===== src/logic/trib_map_pkg.sv =====
package trib_map_pkg;

  localparam int          T1_COLS         = 3;
  localparam int          E1_COLS         = 4;
  localparam int          BLOCK_ROWS      = 9;
  localparam int          MF_BLOCKS       = 4;
  localparam int          T1_CHANS        = 24;
  localparam int          E1_SLOTS        = 32;
  localparam int          E1_CAS_CHANS    = 30;
  localparam int          T1_SIG_FRAMES   = 24;
  localparam int          T1_PHASE_FRAMES = 6;
  localparam int          E1_SIG_FRAMES   = 16;
  localparam int          E1_CAS_LAST     = 15;
  localparam int          E1_CAS_SLOT     = 16;
  localparam int          E1_CAS_OFFSET   = 15;
  localparam logic [1:0]  V3_BLOCK        = 2'h2;
  localparam logic [1:0]  V4_BLOCK        = 2'h3;
  localparam logic [7:0]  ZERO_OCTET      = 8'h00;
  localparam logic [7:0]  PHASE_IDLE      = 8'h00;
  localparam logic [7:0]  PHASE_CAS_MARK  = 8'hc0;
  localparam int          LR_ALM_BIT      = 7;
  localparam int          LR_RATE_LSB     = 4;
  localparam logic [1:0]  RATE_NOMINAL    = 2'h0;
  localparam logic [1:0]  RATE_FAST       = 2'h1;
  localparam logic [1:0]  RATE_SLOW       = 2'h2;

  typedef enum logic [2:0] {
    K_VPTR = 3'h0,
    K_V5R  = 3'h1,
    K_SIG  = 3'h3,
    K_DATA = 3'h2,
    K_RFIX = 3'h6
  } kind_type;

  typedef enum logic [1:0] {
    SIG_TWO     = 2'h0,
    SIG_FOUR    = 2'h1,
    SIG_SIXTEEN = 2'h3
  } sig_mode_type;

  typedef struct packed {
    kind_type   kind;
    logic [4:0] ts;
  } pos_type;

  typedef struct packed {
    logic [E1_CAS_CHANS-1:0] a;
    logic [E1_CAS_CHANS-1:0] b;
    logic [E1_CAS_CHANS-1:0] c;
    logic [E1_CAS_CHANS-1:0] d;
  } cas_type;

endpackage


===== src/logic/slot_store.sv =====
`timescale 1ns/1ps
module slot_store #(
  parameter int WIDTH = 8,
  parameter int DEPTH = 32,
  parameter int AW    = 5
) (
  input  wire logic             clk_i,
  input  wire logic             wr_en_i,
  input  wire logic [AW-1:0]    wr_addr_i,
  input  wire logic [WIDTH-1:0] wr_data_i,
  input  wire logic             rd_en_i,
  input  wire logic [AW-1:0]    rd_addr_i,
  output logic      [WIDTH-1:0] rd_data_o
);

  logic [WIDTH-1:0] mem_q [DEPTH];

  if (DEPTH > (1 << AW)) begin : g_chk
    $error("slot_store: DEPTH exceeds address range");
  end

  always_ff @(posedge clk_i) begin
    if (wr_en_i) begin
      mem_q[wr_addr_i] <= wr_data_i;
    end
  end

  always_ff @(posedge clk_i) begin
    if (rd_en_i) begin
      rd_data_o <= mem_q[rd_addr_i];
    end
  end

endmodule


===== src/logic/trib_mapper.sv =====
// Notes on behaviour
// - T1: 84 tributaries, three columns; pointer, signalling octet, DS0 1..24 per block.
// - T1 signalling octet carries framing bit F, two phase bits, four signalling bits.
// - Last bit of the T1 signalling octet is zero; signalling content optional.
// - Phase bits 00,01,10,11 for A,B,C,D; six frames each, four channels per frame.
// - Four-state repeats A,B in C,D; two-state carries only A bits.
// - With sync alignment, DS0 octets sit at fixed positions, no floating.
// - With sync alignment, phase 00 row A1-A4 coincides with the multiframe pulse.
// - Framing bit alignment to signalling phase is arbitrary; not assumed fixed.
// - Robbed-bit signalling in DS0s has arbitrary alignment to the phase bits.
// - T1 rate justified through V3; rate and alarm optionally in V4 link-rate octet.
// - Synchronous T1: no V3 justification, V4 clock rate field ignored.
// - E1: 63 tributaries, four columns; pointer, phase octet, TS0..31, final R.
// - Add side tolerates E1 framing bits without valid framing information.
// - Unframed E1 uses same octet map without timeslot alignment.
// - V5 and all R octets are driven to zero.
// - V3 carries data only during a rate adjustment, marked by payload valid.
// - Floating octets move at most one octet per multiframe; V5 marks start.
// - Fast tributary: frame advanced one octet, surplus octet sent in V3.
// - Slow tributary: stuff octet right after V3, following octet delayed.
// - E1 CAS: TS16 carries ABCD; frame n gives channel n then n plus 15.
// - E1 phase octet is 00h except C0h in the frame for channels 15 and 30.
// - Synchronous E1: no V3 justification, V4 clock rate field unused.
// - E1 with sync alignment: every timeslot at its fixed mapped position.
`timescale 1ns/1ps
module trib_mapper
  import trib_map_pkg::*;
#(
  parameter int SLOTS = E1_SLOTS
) (
  input  wire logic         clk_i,
  input  wire logic         rst_i,
  input  wire logic         slot_i,
  input  wire logic         e1_mode_i,
  input  wire logic         sync_alignment_select_i,
  input  wire logic         cas_en_i,
  input  wire sig_mode_type sig_mode_i,
  input  wire cas_type      sig_i,
  input  wire logic         framing_bit_i,
  input  wire logic         alarm_i,
  input  wire logic         just_fast_i,
  input  wire logic         just_slow_i,
  input  wire logic         wr_en_i,
  input  wire logic [4:0]   wr_addr_i,
  input  wire logic [7:0]   wr_data_i,
  input  wire logic [7:0]   add_data_i,
  input  wire logic         add_payload_valid_i,
  output logic      [7:0]   drop_data_o,
  output logic              drop_octet_strobe_o,
  output logic              drop_payload_valid_o,
  output logic              drop_frame_start_indicator_o,
  output logic              drop_multiframe_pulse_o,
  output logic      [7:0]   add_octet_o,
  output logic      [4:0]   add_ts_o,
  output logic              add_octet_valid_o
);

  if (SLOTS != E1_SLOTS) begin : g_chk
    $error("trib_mapper: SLOTS must equal the E1 timeslot count");
  end

  function automatic pos_type decode_pos(input logic e1, input logic [3:0] row,
                                         input logic [1:0] col);
    pos_type    p;
    logic [7:0] idx;
    p.kind = K_DATA;
    p.ts   = 5'h00;
    idx    = 8'h00;
    if (row == 4'h0) begin
      unique case (col)
        2'h0: p.kind = K_VPTR;
        2'h1: p.kind = K_V5R;
        2'h2: p.kind = K_SIG;
        2'h3: p.kind = K_DATA;
      endcase
    end else if (e1 && row == 4'h8 && col == 2'h3) begin
      p.kind = K_RFIX;
    end else begin
      if (e1) begin
        idx = 8'((row - 4'h1) * 4 + col + 1);
      end else begin
        idx = 8'((row - 4'h1) * 3 + col);
      end
      p.ts = idx[4:0];
    end
    return p;
  endfunction

  function automatic logic [3:0] nibble(input cas_type s, input logic [4:0] i);
    return {s.a[i], s.b[i], s.c[i], s.d[i]};
  endfunction

  // Position of the current slot within the 2 kHz multiframe
  logic [1:0] col_q;
  logic [3:0] row_q;
  logic [1:0] blk_q;
  logic [4:0] sigf_q;
  logic [4:0] ptr_q;
  logic       fast_q;
  logic       slow_q;
  pos_type    pos;
  logic       last_col;
  logic       last_row;
  logic       mf_start;
  logic       take_data;
  logic [4:0] rd_addr;
  logic [7:0] rd_data;

  assign pos       = decode_pos(e1_mode_i, row_q, col_q);
  assign last_col  = e1_mode_i ? (col_q == 2'(E1_COLS - 1)) : (col_q == 2'(T1_COLS - 1));
  assign last_row  = (row_q == 4'(BLOCK_ROWS - 1));
  assign mf_start  = slot_i && col_q == 2'h0 && row_q == 4'h0 && blk_q == 2'h0;
  assign take_data = pos.kind == K_DATA ||
                     (pos.kind == K_VPTR && blk_q == V3_BLOCK && fast_q);
  assign rd_addr   = sync_alignment_select_i ? pos.ts : ptr_q;

  always_ff @(posedge clk_i) begin
    if (rst_i) begin
      col_q <= 2'h0;
      row_q <= 4'h0;
      blk_q <= 2'h0;
    end else if (slot_i) begin
      col_q <= last_col ? 2'h0 : col_q + 2'h1;
      if (last_col) begin
        row_q <= last_row ? 4'h0 : row_q + 4'h1;
        if (last_row) begin
          blk_q <= blk_q + 2'h1;
        end
      end
    end
  end

  // Signalling frame count; in sync mode it is snapped to the multiframe
  always_ff @(posedge clk_i) begin
    if (rst_i) begin
      sigf_q <= 5'h00;
    end else if (mf_start && sync_alignment_select_i) begin
      sigf_q <= {sigf_q[4:2], 2'h0};
    end else if (slot_i && last_col && last_row) begin
      if (e1_mode_i) begin
        sigf_q <= (sigf_q >= 5'(E1_SIG_FRAMES - 1)) ? 5'h00 : sigf_q + 5'h1;
      end else begin
        sigf_q <= (sigf_q >= 5'(T1_SIG_FRAMES - 1)) ? 5'h00 : sigf_q + 5'h1;
      end
    end
  end

  // Justification is chosen once per multiframe, never in sync mode
  always_ff @(posedge clk_i) begin
    if (rst_i) begin
      fast_q <= 1'b0;
      slow_q <= 1'b0;
    end else if (mf_start) begin
      fast_q <= just_fast_i && !just_slow_i && !sync_alignment_select_i;
      slow_q <= just_slow_i && !just_fast_i && !sync_alignment_select_i;
    end
  end

  // Free-running read pointer: the floating frame follows the data it consumes
  always_ff @(posedge clk_i) begin
    if (rst_i) begin
      ptr_q <= 5'h00;
    end else if (slot_i && take_data) begin
      if (!e1_mode_i && rd_addr >= 5'(T1_CHANS - 1)) begin
        ptr_q <= 5'h00;
      end else begin
        ptr_q <= rd_addr + 5'h1;
      end
    end
  end

  slot_store #(.WIDTH(8), .DEPTH(SLOTS), .AW(5)) slot_store_inst (
    .clk_i     (clk_i),
    .wr_en_i   (wr_en_i),
    .wr_addr_i (wr_addr_i),
    .wr_data_i (wr_data_i),
    .rd_en_i   (slot_i),
    .rd_addr_i (rd_addr),
    .rd_data_o (rd_data)
  );

  // Stage one: hold the decoded slot while the store answers
  logic       s1_q;
  pos_type    s1_pos_q;
  logic [1:0] s1_blk_q;
  logic [4:0] s1_sigf_q;
  logic       s1_mf_q;
  logic       s1_f_q;

  always_ff @(posedge clk_i) begin
    if (rst_i) begin
      s1_q <= 1'b0;
    end else begin
      s1_q <= slot_i;
    end
  end

  // Kind is cleared so the octet decode never sees an unknown after reset
  always_ff @(posedge clk_i) begin
    if (rst_i) begin
      s1_pos_q  <= '{kind: K_VPTR, ts: 5'h00};
    end else if (slot_i) begin
      s1_pos_q  <= '{kind: pos.kind, ts: rd_addr};
      s1_blk_q  <= blk_q;
      s1_sigf_q <= sigf_q;
      s1_mf_q   <= mf_start;
      s1_f_q    <= framing_bit_i;
    end
  end

  // Octet forming
  logic [2:0] t1_phase;
  logic [4:0] t1_base;
  logic [7:0] t1_sig_oct;
  logic [3:0] t1_s;
  logic [4:0] e1_ch;
  logic [7:0] lr_oct;
  logic [7:0] oct_d;
  logic       pv_d;
  logic       fsi_d;

  always_comb begin
    t1_phase = 3'(s1_sigf_q / T1_PHASE_FRAMES);
    t1_base  = 5'((s1_sigf_q - t1_phase * T1_PHASE_FRAMES) * 4);
    for (int k = 0; k < 4; k++) begin
      unique case ({sig_mode_i == SIG_SIXTEEN ? 1'b0 : 1'b1, t1_phase[1:0]})
        3'b000, 3'b100: t1_s[3-k] = sig_i.a[t1_base + 5'(k)];
        3'b001, 3'b101: t1_s[3-k] = sig_i.b[t1_base + 5'(k)];
        3'b010:         t1_s[3-k] = sig_i.c[t1_base + 5'(k)];
        3'b011:         t1_s[3-k] = sig_i.d[t1_base + 5'(k)];
        3'b110:         t1_s[3-k] = sig_i.a[t1_base + 5'(k)];
        default:        t1_s[3-k] = sig_i.b[t1_base + 5'(k)];
      endcase
    end
    if (sig_mode_i == SIG_TWO && t1_phase != 3'h0) begin
      t1_s = 4'h0;
    end
    if (cas_en_i) begin
      t1_sig_oct = {t1_phase[1:0], t1_s, s1_f_q, 1'b0};
    end else begin
      t1_sig_oct = {6'h00, s1_f_q, 1'b0};
    end
  end

  assign e1_ch  = s1_sigf_q - 5'h1;
  assign lr_oct = {alarm_i, 1'b0,
                   sync_alignment_select_i ? RATE_NOMINAL :
                   fast_q ? RATE_FAST : slow_q ? RATE_SLOW : RATE_NOMINAL, 4'h0};

  always_comb begin
    oct_d = ZERO_OCTET;
    pv_d  = 1'b1;
    fsi_d = 1'b0;
    unique case (s1_pos_q.kind)
      K_VPTR: begin
        pv_d = 1'b0; // V1/V2 left empty for listeners to ignore
        if (s1_blk_q == V4_BLOCK) begin
          oct_d = lr_oct;
        end else if (s1_blk_q == V3_BLOCK && fast_q) begin
          oct_d = rd_data;
          pv_d  = 1'b1;
        end
      end
      K_V5R: begin
        fsi_d = (s1_blk_q == 2'h0);
        pv_d  = !(s1_blk_q == V3_BLOCK && slow_q);
      end
      K_SIG: begin
        if (e1_mode_i) begin
          oct_d = (s1_sigf_q == 5'(E1_CAS_LAST)) ? PHASE_CAS_MARK : PHASE_IDLE;
        end else begin
          oct_d = t1_sig_oct;
        end
      end
      K_DATA: begin
        if (e1_mode_i && cas_en_i && s1_pos_q.ts == 5'(E1_CAS_SLOT)) begin
          if (s1_sigf_q != 5'h00) begin
            oct_d = {nibble(sig_i, e1_ch), nibble(sig_i, e1_ch + 5'(E1_CAS_OFFSET))};
          end
        end else begin
          oct_d = rd_data;
        end
      end
      K_RFIX: oct_d = ZERO_OCTET;
    endcase
  end

  always_ff @(posedge clk_i) begin
    if (rst_i) begin
      drop_data_o                  <= ZERO_OCTET;
      drop_octet_strobe_o          <= 1'b0;
      drop_payload_valid_o         <= 1'b0;
      drop_frame_start_indicator_o <= 1'b0;
      drop_multiframe_pulse_o      <= 1'b0;
    end else begin
      drop_data_o                  <= s1_q ? oct_d : ZERO_OCTET;
      drop_octet_strobe_o          <= s1_q;
      drop_payload_valid_o         <= s1_q && pv_d;
      drop_frame_start_indicator_o <= s1_q && fsi_d;
      drop_multiframe_pulse_o      <= s1_q && s1_mf_q;
    end
  end

  // Add side: framing bits are passed as found, never checked
  logic add_take;
  assign add_take = slot_i && add_payload_valid_i &&
                    (pos.kind == K_DATA ||
                     (pos.kind == K_VPTR && blk_q == V3_BLOCK && !sync_alignment_select_i)) &&
                    !(e1_mode_i && cas_en_i && pos.ts == 5'(E1_CAS_SLOT) &&
                      sigf_q == 5'h00);

  always_ff @(posedge clk_i) begin
    if (rst_i) begin
      add_octet_o       <= ZERO_OCTET;
      add_ts_o          <= 5'h00;
      add_octet_valid_o <= 1'b0;
    end else begin
      add_octet_valid_o <= add_take;
      if (add_take) begin
        add_octet_o <= add_data_i;
        add_ts_o    <= pos.ts;
      end
    end
  end

  // Helper state for the checks below
  kind_type   o_kind_q;
  logic [1:0] o_blk_q;
  logic [4:0] o_sigf_q;
  always_ff @(posedge clk_i) begin
    o_kind_q <= s1_pos_q.kind;
    o_blk_q  <= s1_blk_q;
    o_sigf_q <= s1_sigf_q;
  end
endmodule


===== config.mk =====
export PLATFORM = sky130hd
export DESIGN_NAME = trib_mapper
export DESIGN_NICKNAME = d
export VERILOG_FILES = /design/src/logic/trib_map_pkg.sv /design/src/logic/slot_store.sv /design/src/logic/trib_mapper.sv
export SDC_FILE = /design/constraint.sdc
export NUM_CORES = 1
export LEC_CHECK = 0
export ABC_CLOCK_PERIOD_IN_PS = 6700
export BUFFER_PORTS_ARGS = -buffer_cell sky130_fd_sc_hd__buf_2
export CAP_MARGIN = 20
export CORE_UTILIZATION = 60
export DETAILED_ROUTE_END_ITERATION = 12
export PLACE_DENSITY_LB_ADDON = 0.08
export SLEW_MARGIN = 30
export SYNTH_ARGS = -nofsm -noshare
export SYNTH_HDL_FRONTEND = slang
export SYNTH_HIERARCHICAL = 1
export SYNTH_SLANG_ARGS = --single-unit

===== constraint.sdc =====
create_clock -name clk_i -period 6.7 [get_ports clk_i]
set_input_delay 0.335 -clock clk_i [delete_from_list [all_inputs] [get_ports clk_i]]
set_output_delay 0.335 -clock clk_i [all_outputs]
set_load 0.05 [all_outputs]

# ---- Word level (Yosys, flattened, before mapping)
# Memories as Yosys holds them, arrays and structs flattened. A register that Yosys moved wholly into a read port is not among the register bits.
# Cells that the tools add are included.
dict set report totals {
  n_memories 1
  ramBits 256
  input_bits 155
  register_bits 64
}
# memory words width read_ports rd_ports_with_merged_regs write_ports line_no
set memory_table {}
lappend memory_table {slot_store_inst.mem_q 32 8 1 1 1 slot_store.sv:16} ;# logic [WIDTH-1:0] mem_q [DEPTH];
dict set report op_classes {
  n_div 1
  reduce_logical 56
  eq_ne 19
  mux 85
  n_bitwise 3
  magnitude_cmp 9
  multipliers 2
  addsub 15
}
# op count
set op_table {}
lappend op_table {{$bmux W1 S5} 20}
lappend op_table {{$mux W8} 7}
lappend op_table {{$mux W5} 8}
lappend op_table {{$lt A5 B6 Y1 const B} 6}
lappend op_table {{$div A5 B3 Y32 const B} 1}
lappend op_table {{$mux W1} 31}
lappend op_table {{$logic_and A1 B1 Y1} 30}
lappend op_table {{$pmux W8 S3} 1}
lappend op_table {{$add A5 B1 Y5 const B} 4}
lappend op_table {{$eq A3 B2 Y1 const B} 5}
lappend op_table {{$bmux W1 S3} 4}
lappend op_table {{$eq A2 B2 Y1 const B} 6}
lappend op_table {{$pmux W1 S3} 4}
lappend op_table {{$pmux W3 S4} 1}
lappend op_table {{$add A5 B2 Y5 const B} 2}
lappend op_table {{$eq A5 B5 Y1 const B} 2}
lappend op_table {{$ge A5 B5 Y1 const B} 2}
lappend op_table {{$logic_not A3 Y1} 3}
lappend op_table {{$logic_not A2 Y1} 4}
lappend op_table {{$mux W2} 4}
lappend op_table {{$mux W4} 2}
lappend op_table {{$eq A3 B3 Y1 const B} 2}
lappend op_table {{$logic_not A1 Y1} 6}
lappend op_table {{$mux W3} 2}
lappend op_table {{26 further kinds} 33}

# ---- Longest topological paths before layout
# Gate-level depths: netlist of run 1.
dict set report logic_depth {
  ltp_word 11
  ltp_mapped 17
  depth_no_buf 14
}

# ---- By module
# The synthesis of run 1 kept the hierarchy.
# mod n_inst cells_each area_per_inst_um2
set by_module_without_submodules {}
lappend by_module_without_submodules {slot_store 1 417 10133.5}
lappend by_module_without_submodules {trib_mapper 1 741 7044.3}

# ---- Worst setup path before layout of run 1
# OpenSTA, ideal clock, no wires.
dict set report synth_timing {
  kind {reg-to-reg}
  start {register row_q[0]}
  end {register slot_store_inst.rd_data_o[0], read port of slot_store_inst.mem_q, data pin}
  stages_incl_launch_ff 17
  n_path_buf 3
  arrival_time_ns 4.422
  required_ns 6.440
  setup_slack_ns 2.019
  cell_sequence {dfxtp_1 clkbuf_1 inv_1 ha_1 xor2_1 ha_1 ha_1 inv_1 fa_1 nor2_1 a21oi_1 o21ai_1 clkbuf_1 clkbuf_1 mux4_2 mux4_2 mux2_2}
}
dict set report synth_between {
  elab_chain_cells 7
  word_cells_on_any_way 13
  cone_classes {add/sub: 4; mul: 1; eq/ne: 1; mux: 4; reduce/logical: 3}
}
# item line_no
set synth_rtl {}
lappend synth_rtl {{from (decl)} trib_mapper.sv:95} ;# logic [3:0] row_q;
lappend synth_rtl {{from (signal assigned)} trib_mapper.sv:125} ;# row_q <= last_row ? 4'h0 : row_q + 4'h1;
lappend synth_rtl {{$sub A4 B1 Y5} trib_mapper.sv:82} ;# idx = 8'((row - 4'h1) * 3 + col);
lappend synth_rtl {{$mul A5 B3 Y5 / $add A5 B2 Y5 (equally long branches)} {trib_mapper.sv:82, trib_mapper.sv:80}}
lappend synth_rtl {{$add A5 B3 Y5 / $add A5 B1 Y5 (equally long branches)} {trib_mapper.sv:82, trib_mapper.sv:80}}
lappend synth_rtl {{$mux W5} trib_mapper.sv:79} ;# if (e1) begin
lappend synth_rtl {{$mux W5} trib_mapper.sv:76} ;# end else if (e1 && row == 4'h8 && col == 2'h3) begin
lappend synth_rtl {{$mux W5 *} trib_mapper.sv:69} ;# if (row == 4'h0) begin
lappend synth_rtl {{$mux W5 *} trib_mapper.sv:115} ;# assign rd_addr = sync_alignment_select_i ? pos.ts : ptr_q;
lappend synth_rtl {{via rd_addr[2]} trib_mapper.sv:106} ;# logic [4:0] rd_addr;
lappend synth_rtl {{to (decl)} slot_store.sv:13} ;# output logic [WIDTH-1:0] rd_data_o
# Mark *: on every way through the listed nets, which the timed path passes. The rest lies on a longest branch.
# A chain may end at the register's enable or synchronous reset.

# ---- Final worst setup path of run 1
dict set report layout_timing {
  start {register row_q[0]}
  end {register slot_store_inst.rd_data_o[2], read port of slot_store_inst.mem_q, data pin}
}
# Same word-level chain as after synthesis.

==> results of run 1 <==
final timing paths:
check	start	endpoint	slack (ns)	depth (start not counted)
setup / recovery	row_q[0]	slot_store_inst/rd_data_o[2]	1.69	14
setup reg to reg	row_q[0]	slot_store_inst/rd_data_o[2]	1.69	14
hold reg to reg	s1_mf_q	drop_multiframe_pulse_o	0.45	1
hold / removal	just_fast_i	fast_q	0.09	3
state kept, by name, indices dropped and copies added, names as in the netlist, 4 cells and up:
name	cells
ptr_q	5
row_q	4
add_octet_o	8
s1_pos_q	8
s1_sigf_q	5
slot_store_inst/mem_q	256
sigf_q	5
add_ts_o	5
drop_data_o	8
slot_store_inst/rd_data_o	8
power by group:
group | total, mW | leakage [nW] | internal [mW] | switching [mW]
Clock | 1.83 | 0.526 | 1.05 | 0.780
Sequential | 2.26 | 2.92 | 2.24 | 0.0194
Combinational | 0.469 | 3.32 | 0.210 | 0.259
Total | 4.56 | 6.77 | 3.50 | 1.06
routing by layer:
| layer | vias up | wire (um) |
|---|---|---|
| met5 | - | 13 |
| met4 | 2 | 1190 |
| met3 | 88 | 3730 |
| met2 | 652 | 21400 |
| met1 | 5739 | 17100 |
| li1 | 4989 | - |
Yosys cell counts, drive strengths merged, types with 3 or more instances:
cell type and instances:
a211o 4, a211oi 12, a21boi 4, a21oi 47, a22o 4, a22oi 5, a311oi 3, a31oi 5
a32oi 11, and2 8, and3 14, buf 46, clkbuf 28, dfxtp 55, edfxtp 273, ha 32
inv 30, mux2 12, mux2i 37, mux4 161, nand2 53, nand2b 23, nand3 35, nand3b 11
nand4 12, nor2 76, nor2b 11, nor3 18, nor3b 5, nor4 5, o211ai 9, o21ai 40
or3 3, or3b 4, or4 5, xnor2 12, xor2 11
cell type report:
class                           instances  share of cell area
Clock inverter                         18             0.00910
Inverter                               30             0.00603
Clock buffer                           41              0.0465
Antenna cell                            4            0.000513
Multi-Input combinational cell        726               0.385
Timing Repair Buffer                  194              0.0517
Tap cell                              378              0.0242
Sequential cell                       328               0.476
cells in the final DEF, fill, tap and decap left out, types with 8 or more instances in the layout:
cell,instances
xnor2_1,11
ha_1,30
buf_4,13
and2_1,8
nor3_1,18
xor2_1,9
buf_2,180
a21oi_1,46
nor2b_1,11
nand4_1,12
o21ai_0,36
nand3_1,35
a32oi_1,11
nor2_1,50
inv_1,29
nor2_2,26
and3_1,14
mux2_2,12
edfxtp_1,273
nand2_1,53
a211oi_1,12
nand3b_1,11
mux2i_1,37
clkbuf_16,35
dfxtp_1,55
nand2b_1,23
o211ai_1,9
mux4_2,154
metrics by stage:
| step | std cells | area, um2 | hold slack [ns] | setup slack [ns] |
|---|---|---|---|---|
| global placement | 1655 | 18300 | 0.430 | 1.86 |
| finish | 1719 | 19500 | 0.0929 | 1.69 |
| floorplan | 1158 | 17200 | 0.418 | 2.02 |
| detailed placement | 1655 | 18400 | 0.444 | 1.75 |
| global route | 1718 | 19500 | 0.0826 | 1.45 |
| CTS | 1715 | 19500 | 0.0756 | 1.71 |
critical path: stages, from the launching register on:
cell and delay (ns):
dfxtp_1 0.52, inv_1 0.14, ha_1 0.32, xor2_1 0.19, ha_1 0.31, ha_1 0.29, inv_1 0.06, fa_1 0.50
nor2_1 0.10, a21oi_1 0.09, o21ai_4 0.17, buf_4 0.74, mux4_2 0.42, mux4_2 0.56, mux2_2 0.30
cell families (layout without fill, tap and decap cells):
| group | count (synthesis) | in the layout | synth area share |
|---|---|---|---|
| AO/OA/AOI/OAI | 169 | 169 | 0.0641 |
| XOR/XNOR | 24 | 24 | 0.0151 |
| other | 0 | 4 | 0 |
| buffers and inverters | 104 | 283 | 0.0272 |
| multiplexers | 210 | 210 | 0.242 |
| AND/OR/NAND/NOR | 290 | 290 | 0.0858 |
| adder cells (fa/ha/maj) | 33 | 33 | 0.0245 |
| flip-flops | 328 | 328 | 0.541 |
==> metrics.txt, run 1 <==
Mapped Area 0.0172 mm2; total power 4.56 mW; Port Buf Inserts 180; RSZ-0062 raised after global routing no; grt total ovfl 0; nets 1502; status complete, no violations; Warnings, synthesis 6; Worst-Margin Slew 1.03 ns; Post-synth EDFFs 273; Slew Viols, Final 0; first-pass GRT wire length 65.1 mm; FF+latch area 0.00930 mm2; # rows 61; min cycle time layout 5.01 ns; Mean Syn Cell Area 14.8 um2; Hold WC Path Type input pin to flop; Sink Count 328; final setup fails 0; Starting DRT DRC Count 1061; Vias 11.5k; clock skew 0.0187 ns; number of vias per cell 6.67; final core utilization 0.697; maxcap violations 0; VDD IR max 0.247 mV; sequential element share of the synthesized area 0.541; Cells after Synth 1158; Resize count post-CTS 0; effective utilization at floorplan 0.613; DIE WIDTH 171 um; Leak Pwr 6.77 nW; largest net degree at the start of global routing 69; Synth area leader edfxtp_1; Root Buffer clkbuf_16; DRT Pass-1 Iters 8; ratio of cells with drive above 1 in the final layout 0.337; # IOs 181; pwr dens 234 mW/mm2; GRT met2 Usage 0.492; Final Cycle Share 0.748; WP data required 6.98 ns; syn nets 1346; CTS Buf Count 34; met3 GRT Util 0.0488; gr usage total 0.303; top cell type's share of synthesized area 0.477; routing layer with the top usage in global route met2; die area 0.0293 mm2; flops & latches, synth 328; dpl hpwl 28.5 mm; clock buffer depth 3; Max Freq 199 MHz; multi-input logic area 0.00752 mm2; top cells by area, synth edfxtp_1, mux4_2, dfxtp_1, ha_1, mux2i_1; clk slew on worst S/H paths 0.06 ns; Die Span Y 171 um; WL/cell 25.3 um; Post-synth ARST share 0; Fill cells 1963; Top FF cell, synth edfxtp_1; cts hold-fix bufs 1; Final ANT Viol Nets 0; Core ar. 0.0280 mm2; WP data arrival 5.29 ns; Worst setup SP type flop; crit-path max FO 68; Final Hold Vio Count 0; RD Place Congestion 0.934; Worst setup EP type flop; vias in the first global route 10.9k; TNS Setup 0 ns; met1 usage 0.423; initial antenna violation count 4; Worst Path Class, Setup flop to flop; Slew HR 0.312; area grow syn2layout 13.6%; Yosys cell types 72; Post-route DRC 0; clk_lat worst skew 0.53 ns; H-Tree Depth 2; drt total wl 43.5 mm; setup bufs post-CTS 0; CTS tree done
Power figures use the tool's default switching activity.
==> run 2, diff against run 1 <==
- ABC_CLOCK_PERIOD_IN_PS: 6700 -> 4480
- CORE_UTILIZATION: 60 -> 54
- clock period: 6.7 -> 4.48 ns (I/O delays scaled with it)
==> run 2 against run 1 <==
Die area is 11% higher; core utilization is 5.5 points lower; clock skew is 0.0011 ns lower; global-route usage is 3.1 points lower; maximum frequency is 16% higher; first-iteration DRC count is 7.6% lower; sequential cell count stayed put; final cell count is 2.4% higher; sequential power is 50% higher; hold slack worse by 0.0022 ns; combinational power is 53% higher; critical path type unchanged; sequential share of layout area is 0.76 points lower; highest routed layer unchanged.
==> metrics.txt, run 2 (synthesis gave the netlist of run 1 again) <==
Worst setup EP type flop; nets 1525; Max Freq 232 MHz; H-Tree Depth 2; critical path's largest stage delay 0.50 ns; Final Cycle Share 0.963; status complete, no violations; WP data required 4.74 ns; min-delay src add_data_i[7]; Core ar. 0.0309 mm2; CTS tree done; gr usage total 0.272; WP data arrival 4.58 ns; Slowest cell on crit path fa_1; DRT Pass-1 Iters 6; R2R setup slack 0.17 ns; Post-route DRC 0; grt total ovfl 0; clk slew on worst S/H paths 0.06 ns; area grow syn2layout 15.5%; commonest non-fill, non-tap cell in the layout edfxtp_1; highest-count cells in the layout ignoring fill and taps edfxtp_1, buf_2, mux4_2; ratio of cells with drive above 1 in the final layout 0.341; Sink Count 328; clock skew 0.0176 ns; final worst slack 0.167 ns; Root Buffer clkbuf_16; Worst Path Buf+Inv 4; clk_lat worst skew 0.53 ns; Hold WS 0.0908 ns; Port Buf Inserts 180; crit-path leading delay family adder cells; Vias 11.5k; Leak Pwr 6.92 nW; Die Span Y 180 um; pwr dens 351 mW/mm2; final core utilization 0.642; Endpoint, Worst Hold add_octet_o[7]; max FFs per register 256; R2R Path Start row_q[1]; cell mode on critical path ha_1; DIE WIDTH 180 um; Slew HR 0.317; number of vias per cell 6.51; initial antenna violation count 6; Final Hold Vio Count 0; path depth of the worst reg2reg path 15; worst path cell trace inv_1 > ha_1 > xor2_1 > ha_1 > ha_1 > inv_1 > fa_1 > nor2_1 > a21oi_2 > o21ai_4 > buf_12 > buf_4 > mux4_2 > mux4_2 > mux2_2; Slew Viols, Final 0; vias in the first global route 11.2k; hold depth 4; RD Place Congestion 0.929; Final ANT Viol Nets 0; VDD IR max 0.342 mV; Hold WC Path Type input pin to flop; largest net degree at the start of global routing 47; maxcap violations 0; effective utilization at floorplan 0.556; Critical R2R Capture slot_store_inst/rd_data_o[4]; DP Area 0.0186 mm2; min cycle time layout 4.31 ns; first-pass GRT wire length 66.7 mm; drt total wl 44.3 mm; Worst setup SP type flop; CTS Buf Count 35; WL/cell 25.2 um; dpl hpwl 30.0 mm; largest reg by FF count slot_store_inst/mem_q; setup bufs post-CTS 0; # rows 64; Starting DRT DRC Count 980; Worst Path Class, Setup flop to flop; Worst-Margin Slew 1.02 ns; crit-path max FO 29; Setup WS pre-CTS 0.180 ns; clock buffer depth 3; # IOs 181; Fill cells 2267; final setup fails 0; design area 0.0198 mm2; die area 0.0325 mm2
[run 2: cell count changes in the layout (fill, tap and decap cells not counted), moves of 2 or more]
| cell | previous run | this run |
|---|---|---|
| buf_12 | 0 | 8 |
| buf_4 | 13 | 25 |
| bufinv_16 | 2 | 4 |
| clkbuf_1 | 5 | 10 |
| dlygate4sd3_1 | 1 | 3 |
| nor2_1 | 50 | 52 |
| nor2_2 | 26 | 24 |
[run 2: cell type report]
type | count | area, um2 | area share
flip-flops and latches | 328 | 9300 | 0.469
multi-input cells | 726 | 7500 | 0.378
well taps | 396 | 495 | 0.0250
clock buffers | 45 | 913 | 0.0461
clock inverters | 17 | 220 | 0.0111
diodes | 3 | 7.51 | 0.000379
repair buffers | 216 | 1280 | 0.0645
inverters | 30 | 115 | 0.00580
[run 2: stage by stage]
step / instances / power (mW) / TNS, ns
finish: 1761 / 6.95 / 0
global route: 1761 / 7.18 / -0.0387
CTS: 1758 / 7.00 / 0
detailed placement: 1693 / 4.15 / 0
global placement: 1693 / 4.14 / 0
floorplan: 1158 / 3.87 / 0
[run 2: repair_timing]
item / CTS / global route
gates resized for setup: 0 / 1
endpoints found under the hold margin: 2 / 0
endpoints found under the setup margin: 0 / 7
hold buffers: 3 / 0
[run 2: routing by layer]
layer,part of all wire,global-route usage,up-vias
met1,0.40,0.370,5798
met4,0.029,0.0889,8
met3,0.077,0.0546,94
met2,0.49,0.443,516
li1,-,-,5042
met5,0.0010,0,-
[run 2: worst min-delay path, cell delays in order]
cell and delay (ns):
buf_2 0.07, and3_1 0.16, nand2b_1 0.06, nand3_1 0.07
[run 2: how the worst max path moves through the flow]
| stage | cells after the start | startpoint | endpoint | slack (ns) |
|---|---|---|---|---|
| floorplan | 16 | row_q[0] | slot_store_inst/rd_data_o[0] | 0.03 |
| global placement | 15 | row_q[1] | slot_store_inst/rd_data_o[2] | 0.29 |
| detailed placement | 15 | row_q[1] | slot_store_inst/rd_data_o[4] | 0.18 |
| CTS | 15 | row_q[1] | slot_store_inst/rd_data_o[4] | 0.13 |
| global route | 15 | row_q[1] | slot_store_inst/rd_data_o[4] | -0.02 |
| finish | 15 | row_q[1] | slot_store_inst/rd_data_o[4] | 0.17 |
[run 2: power breakdown]
group / internal, mW / switching (mW) / total [mW]
sequential: 3.35 / 0.0276 / 3.38
clock: 1.69 / 1.17 / 2.85
combinational: 0.327 / 0.392 / 0.719
